==> src/inc/mcs_pkg.sv <==
// Constants for the metering configuration and sign register group.
// Assumes register indices are word indices on a 32-bit APB bus.
package mcs_pkg;
  // ----------------------------------------------------------------
  // Register indices; the byte address is four times the index.
  // ----------------------------------------------------------------
  localparam int MCS_ADDR_W = 18;
  localparam logic [15:0] IDX_COMP_MODE = 16'he60e;
  localparam logic [15:0] IDX_GAIN = 16'he60f;
  localparam logic [15:0] IDX_FREQ_MODE = 16'he610;
  localparam logic [15:0] IDX_PHCAL_A = 16'he614;
  localparam logic [15:0] IDX_PHCAL_B = 16'he615;
  localparam logic [15:0] IDX_PHCAL_C = 16'he616;
  localparam logic [15:0] IDX_SIGN = 16'he617;
  localparam logic [15:0] IDX_ACC_MODE = 16'he701;
  // ----------------------------------------------------------------
  // Field positions.
  // ----------------------------------------------------------------
  localparam int FLD_W = 3;
  localparam int COMP_ANGLE_LSB = 9;
  localparam int COMP_NOMV_LSB = 11;
  localparam int COMP_FREQ_BIT = 14;
  localparam int FMODE_DIS_LSB = 9;
  localparam int FMODE_CAP_LSB = 12;
  localparam int ACC_ACT_KIND_BIT = 6;
  localparam int ACC_REACT_KIND_BIT = 7;
  localparam int SIGN_ACT_LSB = 0;
  localparam int SIGN_SUM1_BIT = 3;
  localparam int SIGN_REACT_LSB = 4;
  localparam int SIGN_SUM2_BIT = 7;
  localparam int PHCAL_W = 10;
  // ----------------------------------------------------------------
  // Reset values and writable bits.
  // ----------------------------------------------------------------
  localparam logic [15:0] COMP_RST = 16'h01ff;
  localparam logic [15:0] GAIN_RST = 16'h0000;
  localparam logic [15:0] FMODE_RST = 16'h0e88;
  localparam logic [15:0] PHCAL_RST = 16'h0000;
  localparam logic [15:0] ACC_RST = 16'h0000;
  localparam logic [15:0] COMP_WMASK = 16'h7fff;
  localparam logic [15:0] GAIN_WMASK = 16'h01ff;
  localparam logic [15:0] FMODE_WMASK = 16'h7fff;
  localparam logic [15:0] PHCAL_WMASK = 16'h03ff;
  localparam logic [15:0] ACC_WMASK = 16'h00c0;
  // ----------------------------------------------------------------
  // Encodings.
  // ----------------------------------------------------------------
  localparam logic [2:0] GAIN_MAX_CODE = 3'h4;
  localparam logic [2:0] SRC_ACT = 3'h0;
  localparam logic [2:0] SRC_REACT = 3'h1;
  localparam logic [2:0] SRC_APP = 3'h2;
  localparam logic [2:0] SRC_FACT = 3'h3;
  localparam logic [2:0] SRC_FREACT = 3'h4;
  localparam logic [9:0] PHC_CUR_MAX = 10'h17f;
  localparam logic [9:0] PHC_FOLD1_MAX = 10'h1ff;
  localparam logic [9:0] PHC_VOLT_MAX = 10'h23f;
  localparam logic [9:0] PHC_FOLD1_BASE = 10'h100;
  localparam logic [9:0] PHC_FOLD2_BASE = 10'h180;
  typedef enum logic [1:0] {
    ANG_VI = 2'h0,
    ANG_VV = 2'h1,
    ANG_II = 2'h2,
    ANG_OFF = 2'h3
  } mcs_angle_t;
  typedef enum logic {
    APB_IDLE = 1'b0,
    APB_ANSWER = 1'b1
  } mcs_apb_t;
endpackage

==> src/hdl/mcs_regs.sv <==
// Configuration and sign register group of a three-phase metering datapath.
// Assumes an APB master on core_clk and a datapath that strobes new powers.
//
// Behaviour
// - Angle select 00 V-I, 01 V-V, 10 I-I angles; 11 stops angle measurement.
// - Nominal-voltage enable per phase swaps measured rms voltage for nominal value.
// - Gain codes 000..100 give gains 1,2,4,8,16; phase current at bits 2:0.
// - Gain codes 101, 110, 111 act as 000, unity gain.
// - Neutral gain bits 5:3, voltage gain bits 8:6, same coding, reset 000.
// - Source codes 000..100 pick active, reactive, apparent, fund active, fund reactive sums.
// - Source codes 101..111 suppress that output's pulses entirely.
// - Source fields at 2:0, 5:3, 8:6 reset to 000, 001, 010.
// - Disable bits 9..11 reset 1, hold pin inactive, converter keeps running.
// - Capture bits 12..14 latch energy registers on each pulse of that output.
// - Computation-mode bit 8 includes phase C in output 3; resets to 1.
// - Calibration 384..511 acts as 256..383; 576..1023 acts as 384..511.
// - Sign bits 0..2 flag negative active power, total or fundamental by select.
// - Sign bits 4..6 flag negative reactive power, total or fundamental by select.
// - Sign bits 3 and 7 flag negative sums of outputs 1 and 2.
// - Reserved bits do nothing and reset to 0.
// - Three include bits per output pick the phases summed for it.
`timescale 1ns/1ps
module mcs_regs
  import mcs_pkg::*;
#(
  parameter int PW = 24
) (
  input wire logic core_clk,
  input wire logic reset,
  input wire logic psel,
  input wire logic penable,
  input wire logic pwrite,
  input wire logic [MCS_ADDR_W-1:0] paddr,
  input wire logic [31:0] pwdata,
  output logic pready,
  output logic [31:0] prdata,
  output logic pslverr,
  input wire logic powerStrobe,
  input wire logic [3*PW-1:0] activeTotal,
  input wire logic [3*PW-1:0] activeFund,
  input wire logic [3*PW-1:0] reactiveTotal,
  input wire logic [3*PW-1:0] reactiveFund,
  input wire logic [3*PW-1:0] apparentPower,
  input wire logic [3*PW-1:0] rmsVoltage,
  input wire logic [PW-1:0] nominalVoltageValue,
  input wire logic [2:0] dfcPulse,
  output logic [1:0] angleMeasureSelect,
  output logic angleMeasureOn,
  output logic [2:0] phaseCurrentGain,
  output logic [2:0] neutralCurrentGain,
  output logic [2:0] phaseVoltageGain,
  output logic mainsFreqSelect,
  output logic [3*PW-1:0] apparentVoltage,
  output logic [3*PW+5:0] outSum,
  output logic [2:0] outGenerate,
  output logic [2:0] freqOutput,
  output logic [2:0] energyCapture,
  output logic [3*PHCAL_W-1:0] phaseCompValue
);
  localparam int SW = PW + 2;

  // ----------------------------------------------------------------
  // Register storage
  // ----------------------------------------------------------------
  mcs_apb_t apbState_q;
  logic pready_q, pslverr_q;
  logic [31:0] prdata_q, rdataD;
  logic [15:0] computation_mode_q, gain_q, freqMode_q, accMode_q;
  logic [15:0] phCal_q [3];
  logic [7:0] signFlags_q;
  logic hit, wrEn, wrAccept;
  logic [15:0] idx;
  logic signed [SW-1:0] sumD [3];

  assign pready = pready_q;
  assign prdata = prdata_q;
  assign pslverr = pslverr_q;
  assign idx = paddr[17:2];
  assign hit = (paddr[1:0] == 2'h0) && (idx == IDX_COMP_MODE || idx == IDX_GAIN ||
    idx == IDX_FREQ_MODE || idx == IDX_PHCAL_A || idx == IDX_PHCAL_B ||
    idx == IDX_PHCAL_C || idx == IDX_SIGN || idx == IDX_ACC_MODE);
  // A write lands only at the edge where the master sees pready high.
  assign wrAccept = psel && penable && pready_q && pwrite;
  assign wrEn = wrAccept && hit;

  // ----------------------------------------------------------------
  // Helper functions
  // ----------------------------------------------------------------
  function automatic logic [2:0] effGain(input logic [2:0] code);
    effGain = (code > GAIN_MAX_CODE) ? 3'h0 : code;
  endfunction

  // Folded ranges keep their low seven bits and move onto a new base.
  function automatic logic [9:0] effPhCal(input logic [9:0] v);
    if (v <= PHC_CUR_MAX || (v > PHC_FOLD1_MAX && v <= PHC_VOLT_MAX)) begin
      effPhCal = v;
    end else if (v <= PHC_FOLD1_MAX) begin
      effPhCal = PHC_FOLD1_BASE + {3'h0, v[6:0]};
    end else begin
      effPhCal = PHC_FOLD2_BASE + {3'h0, v[6:0]};
    end
  endfunction

  function automatic logic signed [PW-1:0] pick(input logic [2:0] code, input int p);
    case (code)
      SRC_ACT: pick = activeTotal[p*PW +: PW];
      SRC_REACT: pick = reactiveTotal[p*PW +: PW];
      SRC_APP: pick = apparentPower[p*PW +: PW];
      SRC_FACT: pick = activeFund[p*PW +: PW];
      SRC_FREACT: pick = reactiveFund[p*PW +: PW];
      default: pick = '0;
    endcase
  endfunction

  // ----------------------------------------------------------------
  // APB slave: one wait state, then pready for a single cycle.
  // ----------------------------------------------------------------
  always_comb begin
    rdataD = 32'h0;
    case (idx)
      IDX_COMP_MODE: rdataD[15:0] = computation_mode_q;
      IDX_GAIN: rdataD[15:0] = gain_q;
      IDX_FREQ_MODE: rdataD[15:0] = freqMode_q;
      IDX_PHCAL_A: rdataD[15:0] = phCal_q[0];
      IDX_PHCAL_B: rdataD[15:0] = phCal_q[1];
      IDX_PHCAL_C: rdataD[15:0] = phCal_q[2];
      IDX_SIGN: rdataD[7:0] = signFlags_q;
      IDX_ACC_MODE: rdataD[15:0] = accMode_q;
      default: rdataD = 32'h0;
    endcase
  end

  always_ff @(posedge core_clk) begin
    if (reset) begin
      apbState_q <= APB_IDLE;
      pready_q <= 1'b0;
      pslverr_q <= 1'b0;
      prdata_q <= 32'h0;
    end else begin
      case (apbState_q)
        APB_IDLE: begin
          pready_q <= 1'b0;
          pslverr_q <= 1'b0;
          if (psel && penable) begin
            apbState_q <= APB_ANSWER;
            pready_q <= 1'b1;
            pslverr_q <= !hit;
            prdata_q <= (hit && !pwrite) ? rdataD : 32'h0;
          end
        end
        APB_ANSWER: begin
          apbState_q <= APB_IDLE;
          pready_q <= 1'b0;
          pslverr_q <= 1'b0;
        end
        default: begin
          apbState_q <= APB_IDLE;
          pready_q <= 1'b0;
        end
      endcase
    end
  end

  // ----------------------------------------------------------------
  // Writable registers; reserved bits are masked so they stay zero.
  // ----------------------------------------------------------------
  always_ff @(posedge core_clk) begin
    if (reset) begin
      computation_mode_q <= COMP_RST;
      gain_q <= GAIN_RST;
      freqMode_q <= FMODE_RST;
      accMode_q <= ACC_RST;
      phCal_q[0] <= PHCAL_RST;
      phCal_q[1] <= PHCAL_RST;
      phCal_q[2] <= PHCAL_RST;
    end else if (wrEn) begin
      case (idx)
        IDX_COMP_MODE: computation_mode_q <= pwdata[15:0] & COMP_WMASK;
        IDX_GAIN: gain_q <= pwdata[15:0] & GAIN_WMASK;
        IDX_FREQ_MODE: freqMode_q <= pwdata[15:0] & FMODE_WMASK;
        IDX_ACC_MODE: accMode_q <= pwdata[15:0] & ACC_WMASK;
        IDX_PHCAL_A: phCal_q[0] <= pwdata[15:0] & PHCAL_WMASK;
        IDX_PHCAL_B: phCal_q[1] <= pwdata[15:0] & PHCAL_WMASK;
        IDX_PHCAL_C: phCal_q[2] <= pwdata[15:0] & PHCAL_WMASK;
        default: computation_mode_q <= computation_mode_q;
      endcase
    end
  end

  // ----------------------------------------------------------------
  // Output sums over the included phases.
  // ----------------------------------------------------------------
  always_comb begin
    for (int o = 0; o < 3; o++) begin
      sumD[o] = '0;
      for (int p = 0; p < 3; p++) begin
        if (computation_mode_q[o*FLD_W + p]) begin
          sumD[o] = sumD[o] + SW'(pick(freqMode_q[o*FLD_W +: FLD_W], p));
        end
      end
    end
  end

  // ----------------------------------------------------------------
  // Decoded controls to the datapath.
  // ----------------------------------------------------------------
  always_ff @(posedge core_clk) begin
    if (reset) begin
      angleMeasureSelect <= ANG_VI;
      angleMeasureOn <= 1'b1;
      phaseCurrentGain <= 3'h0;
      neutralCurrentGain <= 3'h0;
      phaseVoltageGain <= 3'h0;
      mainsFreqSelect <= 1'b0;
      phaseCompValue <= '0;
    end else begin
      angleMeasureSelect <= computation_mode_q[COMP_ANGLE_LSB +: 2];
      angleMeasureOn <= computation_mode_q[COMP_ANGLE_LSB +: 2] != ANG_OFF;
      phaseCurrentGain <= effGain(gain_q[2:0]);
      neutralCurrentGain <= effGain(gain_q[5:3]);
      phaseVoltageGain <= effGain(gain_q[8:6]);
      mainsFreqSelect <= computation_mode_q[COMP_FREQ_BIT];
      for (int p = 0; p < 3; p++) begin
        phaseCompValue[p*PHCAL_W +: PHCAL_W] <= effPhCal(phCal_q[p][9:0]);
      end
    end
  end

  always_ff @(posedge core_clk) begin
    if (reset) begin
      apparentVoltage <= '0;
    end else begin
      for (int p = 0; p < 3; p++) begin
        apparentVoltage[p*PW +: PW] <= computation_mode_q[COMP_NOMV_LSB + p] ?
          nominalVoltageValue : rmsVoltage[p*PW +: PW];
      end
    end
  end

  // ----------------------------------------------------------------
  // Frequency outputs. The converters run regardless of the disable
  // bits, which gate only the pin; the capture strobe has its own enable.
  // ----------------------------------------------------------------
  always_ff @(posedge core_clk) begin
    if (reset) begin
      outGenerate <= 3'h0;
      freqOutput <= 3'h0;
      energyCapture <= 3'h0;
    end else begin
      for (int o = 0; o < 3; o++) begin
        outGenerate[o] <= freqMode_q[o*FLD_W +: FLD_W] <= SRC_FREACT;
        freqOutput[o] <= dfcPulse[o] && freqMode_q[o*FLD_W +: FLD_W] <= SRC_FREACT &&
          !freqMode_q[FMODE_DIS_LSB + o];
        energyCapture[o] <= dfcPulse[o] && freqMode_q[o*FLD_W +: FLD_W] <= SRC_FREACT &&
          freqMode_q[FMODE_CAP_LSB + o];
      end
    end
  end

  // ----------------------------------------------------------------
  // Sums and sign flags follow each power update; bus writes never
  // reach the flags.
  // ----------------------------------------------------------------
  always_ff @(posedge core_clk) begin
    if (reset) begin
      outSum <= '0;
      signFlags_q <= 8'h0;
    end else if (powerStrobe) begin
      for (int p = 0; p < 3; p++) begin
        outSum[p*SW +: SW] <= sumD[p];
        signFlags_q[SIGN_ACT_LSB + p] <= accMode_q[ACC_ACT_KIND_BIT] ?
          activeFund[p*PW + PW-1] : activeTotal[p*PW + PW-1];
        signFlags_q[SIGN_REACT_LSB + p] <= accMode_q[ACC_REACT_KIND_BIT] ?
          reactiveFund[p*PW + PW-1] : reactiveTotal[p*PW + PW-1];
      end
      signFlags_q[SIGN_SUM1_BIT] <= sumD[0][SW-1];
      signFlags_q[SIGN_SUM2_BIT] <= sumD[1][SW-1];
    end
  end
endmodule

==> config.mk <==
export PLATFORM = sky130hd
export DESIGN_NAME = mcs_regs
export DESIGN_NICKNAME = d
export VERILOG_FILES = /design/src/inc/mcs_pkg.sv /design/src/hdl/mcs_regs.sv
export SDC_FILE = /design/constraint.sdc
export NUM_CORES = 1
export LEC_CHECK = 0
export BUFFER_PORTS_ARGS = -buffer_cell sky130_fd_sc_hd__buf_2
export CAP_MARGIN = 30
export CORE_AREA = 2 2 294 296
export CTS_BUF_LIST = sky130_fd_sc_hd__clkbuf_8 sky130_fd_sc_hd__clkbuf_16
export DETAILED_ROUTE_END_ITERATION = 8
export DIE_AREA = 0 0 296 298
export HOLD_SLACK_MARGIN = 0.08
export SYNTH_ARGS = -nofsm -noshare
export SYNTH_HDL_FRONTEND = slang
export SYNTH_SLANG_ARGS = --single-unit
==> constraint.sdc <==
create_clock -name core_clk -period 11.75 [get_ports core_clk]
set_clock_uncertainty 0.15 [all_clocks]
set_input_delay 0.5875 -clock core_clk [delete_from_list [all_inputs] [get_ports core_clk]]
set_output_delay 0.5875 -clock core_clk [all_outputs]
set_load 0.02 [all_outputs]
==> flow_summary.ini <==
[power_and_ir_drop]
vdd_drop_max_v = 0.0000967
intPower_mw = 2.35
power_frac_seq = 0.296
p_per_area_nw_per_um2 = 117
swShare = 0.383
finalPower_mw = 3.80
pwr-share-clk = 0.308
p_leak_nw = 14.1
comb_power_share = 0.396
switchingPower_mw = 1.46

[timing]
worstMarginPinSlew_ps = 1080
min_period_ps = 8120
max_freq_mhz = 123
rsz0062_at_grt = false
min_period_over_period = 0.691
setup_tns_ps = 0
maxSlewHeadroom = 0.271
finalSetupViolCount = 0
finalHoldViolCount = 0
drv_slew = 0

[grt]
grt_pass1_vias = 27433
antenna_found_initial = 45
grt_pass1_wl_um = 196000
grt_max_degree = 87
overflow = 0
grt_use_total = 0.303

[drt]
first_pass_iters = 6
vias = 29920
detail-route-antenna-nets = 0
routed_wl_um = 141000
post_drt_wl_per_cell_um = 27.4
drtIter0Drc = 2828
drc = 0
via_per_inst = 5.80

[clocking]
clock_path_buffers = 3
htree_levels = 2
clkTransAtPathRegs_ps = 70
clock_latency_ps = 570
numCtsBuffers = 37
cts_resized = 0
cts_tree = yes
cts.sinks = 296
cts-root-buf = clkbuf_16

[worst_setup_path]
path_common_cell = buf_4
r2r_cells = 24
startpoint_type = flip-flop
slowest_delay_ps = 920
rr_endpoint = outSum[51]
crit_type = flip-flop to flip-flop
required_ps = 12060
slowest_stage = o311ai_0
reg2reg_from = freqMode_q[4]
path_cells = buf_4, nor3b_4, buf_4, buf_4, a22oi_1, a21oi_1, ha_1, nor2b_1, o21ai_1, a21boi_1, o21ai_0, a21boi_0, o21a_1, o311ai_0, ha_1, a21boi_0, o2111ai_1, o211ai_1, nand2_1, o21ai_0, xor2_1, nand2_1, and3_1, a311o_1
r2r_slack_ps = 3630
worstPathArrival_ps = 8440
cp-end-kind = flip-flop
path_max_fanout = 49

[logic_synthesis]
synth_edf_count = 30
ys_types = 96
ys_async_sr_fraction = 0
synthesis.area_um2 = 26700
ys_seq_area_frac = 0.234
synth_warnings = 0
synthCells = 3395
synth-seq-cells = 296
syn_avg_cell_area_um2 = 7.85
ys.flop_type = dfxtp_1

[floorplanning]
rows = 107
die_area_um2 = 88200
die_w_um = 296
die-height_um = 298
num_io_pins = 751
coreArea_um2 = 84900
start_util = 0.314

[flow_run]
drv_cap = 0

[final_layout]
layoutNonFillerInstCount = 5155
fillers = 9018
most-common-layout-cells = 714 x buf_2, 386 x nand2_1, 325 x mux2i_1
area_growth_pct = 21.7
multiInputGateArea_um2 = 19200
final_nets = 4623
seqCellArea_um2 = 6240
drive_above_1_share = 0.235
layout_commonest_cell = buf_2

[worst_hold_path]
hold_path_class = input pin to flip-flop
min-delay-start = rmsVoltage[7]
whs_endpoint = apparentVoltage[7]
hold_depth = 3

[placement]
dp_hpwl_um = 113000
numPlacedInstances = 5056
io_buffers = 716
gp_congestion = 0.985

[status]
status = complete, no violations
[state kept, by name (all words and copies together) (netlist names), 9 cells and up]
signal and count:
outSum 78, apparentVoltage 72, phCal_q 30, phaseCompValue 30, computation_mode_q 15, freqMode_q 15, prdata 15, gain_q 9
[layer usage]
layer	routed length [µm]	vias to the layer above	global-route usage
met2	66000	1578	0.507
li1	-	13773	-
met5	153	-	0
met3	13200	287	0.0719
met1	54100	14258	0.361
met4	7640	24	0.147
[synthesized netlist by cell type, drive strengths merged, types with 12 or more instances]
| cell | count | area share |
|---|---|---|
| nand2 | 386 | 0.054 |
| mux2i | 325 | 0.12 |
| nor2 | 319 | 0.045 |
| a21oi | 311 | 0.059 |
| dfxtp | 266 | 0.20 |
| o21ai | 250 | 0.047 |
| clkbuf | 181 | 0.026 |
| ha | 150 | 0.070 |
| a221o | 147 | 0.055 |
| a22oi | 83 | 0.023 |
| buf | 83 | 0.016 |
| a21o | 77 | 0.022 |
| xnor2 | 72 | 0.024 |
| a211oi | 60 | 0.017 |
| inv | 54 | 0.0076 |
| nand3 | 51 | 0.0096 |
| mux2 | 48 | 0.020 |
| nor3 | 48 | 0.0096 |
| nor2b | 45 | 0.011 |
| and2 | 33 | 0.0077 |
| xor2 | 31 | 0.010 |
| edfxtp | 30 | 0.034 |
| a31oi | 23 | 0.0054 |
| and3 | 23 | 0.0054 |
| nand4 | 23 | 0.0054 |
| a311oi | 20 | 0.0070 |
| o31ai | 19 | 0.0055 |
| o211ai | 18 | 0.0051 |
| o21a | 18 | 0.0051 |
| nand2b | 17 | 0.0040 |
| nor3b | 16 | 0.0056 |
| a221oi | 14 | 0.0051 |
| o21bai | 12 | 0.0034 |
[critical path: cells and delay by family (launching register included)]
kind                       cells  cell delay [ps]
AOI/OAI and AO/OA             13             4110
DFF                            1              490
xor gates and xnor gates       1              240
buffers and inverters          3             1380
and+or+nand+nor                5              830
adders and majority gates      2              720
[through the flow]
step / utilization / hold WS (ps) / instance area [µm²] / worst slack [ps]
5_1_grt: 0.382 / 102 / 32400 / 3370
4_1_cts: 0.381 / 80.7 / 32400 / 3800
6_report: 0.382 / 114 / 32400 / 3630
2_1_floorplan: - / 229 / 26700 / 5590
3_3_place_gp: 0.366 / 262 / 31100 / 3850
3_5_place_dp: 0.367 / 270 / 31100 / 3840
[how the worst max path moves through the flow]
stage,from,endpoint
2_1_floorplan,freqMode_q[8],outSum[74]
3_3_place_gp,freqMode_q[4],outSum[51]
3_5_place_dp,freqMode_q[4],outSum[51]
4_1_cts,freqMode_q[4],outSum[51]
5_1_grt,freqMode_q[4],outSum[51]
6_report,freqMode_q[4],outSum[51]
[logic make-up (layout without fill, tap and decap cells)]
kind of cell | after synthesis | after routing | share of synthesized area
AO/OA/AOI/OAI | 1124 | 1124 | 0.285
AND/OR/NAND/NOR | 1014 | 1014 | 0.174
multiplexers | 381 | 381 | 0.149
buffers and inverters | 320 | 888 | 0.0495
flip-flops | 296 | 296 | 0.234
adder cells (fa/ha/maj) | 156 | 156 | 0.0749
XOR/XNOR | 103 | 103 | 0.0338
other | 1 | 49 | 0.000141
[area by class of cell]
type,count,share of cell area
Multi-Input combinational cell,2795,0.593
Tap cell,1144,0.0441
Timing Repair Buffer,766,0.124
Inverter,56,0.00648
Clock inverter,23,0.00633
Sequential cell,296,0.192
Antenna cell,32,0.00247
Clock buffer,43,0.0314
[repair_timing]
action	CTS	global route
setup buffers	0	0
hold buffers	1	0
hold endpoints to repair	1	0
[power groups by stage]
stage / Sequential (mW) / Clock (mW) / Combinational (mW)
6_report: 1.13 / 1.17 / 1.50
3_3_place_gp: 1.15 / 0 / 1.48
3_5_place_dp: 1.15 / 0 / 1.48
4_1_cts: 1.13 / 1.20 / 1.49
5_1_grt: 1.13 / 1.23 / 1.63
2_1_floorplan: 1.22 / 0 / 0.883
Power figures use the tool's default switching activity.
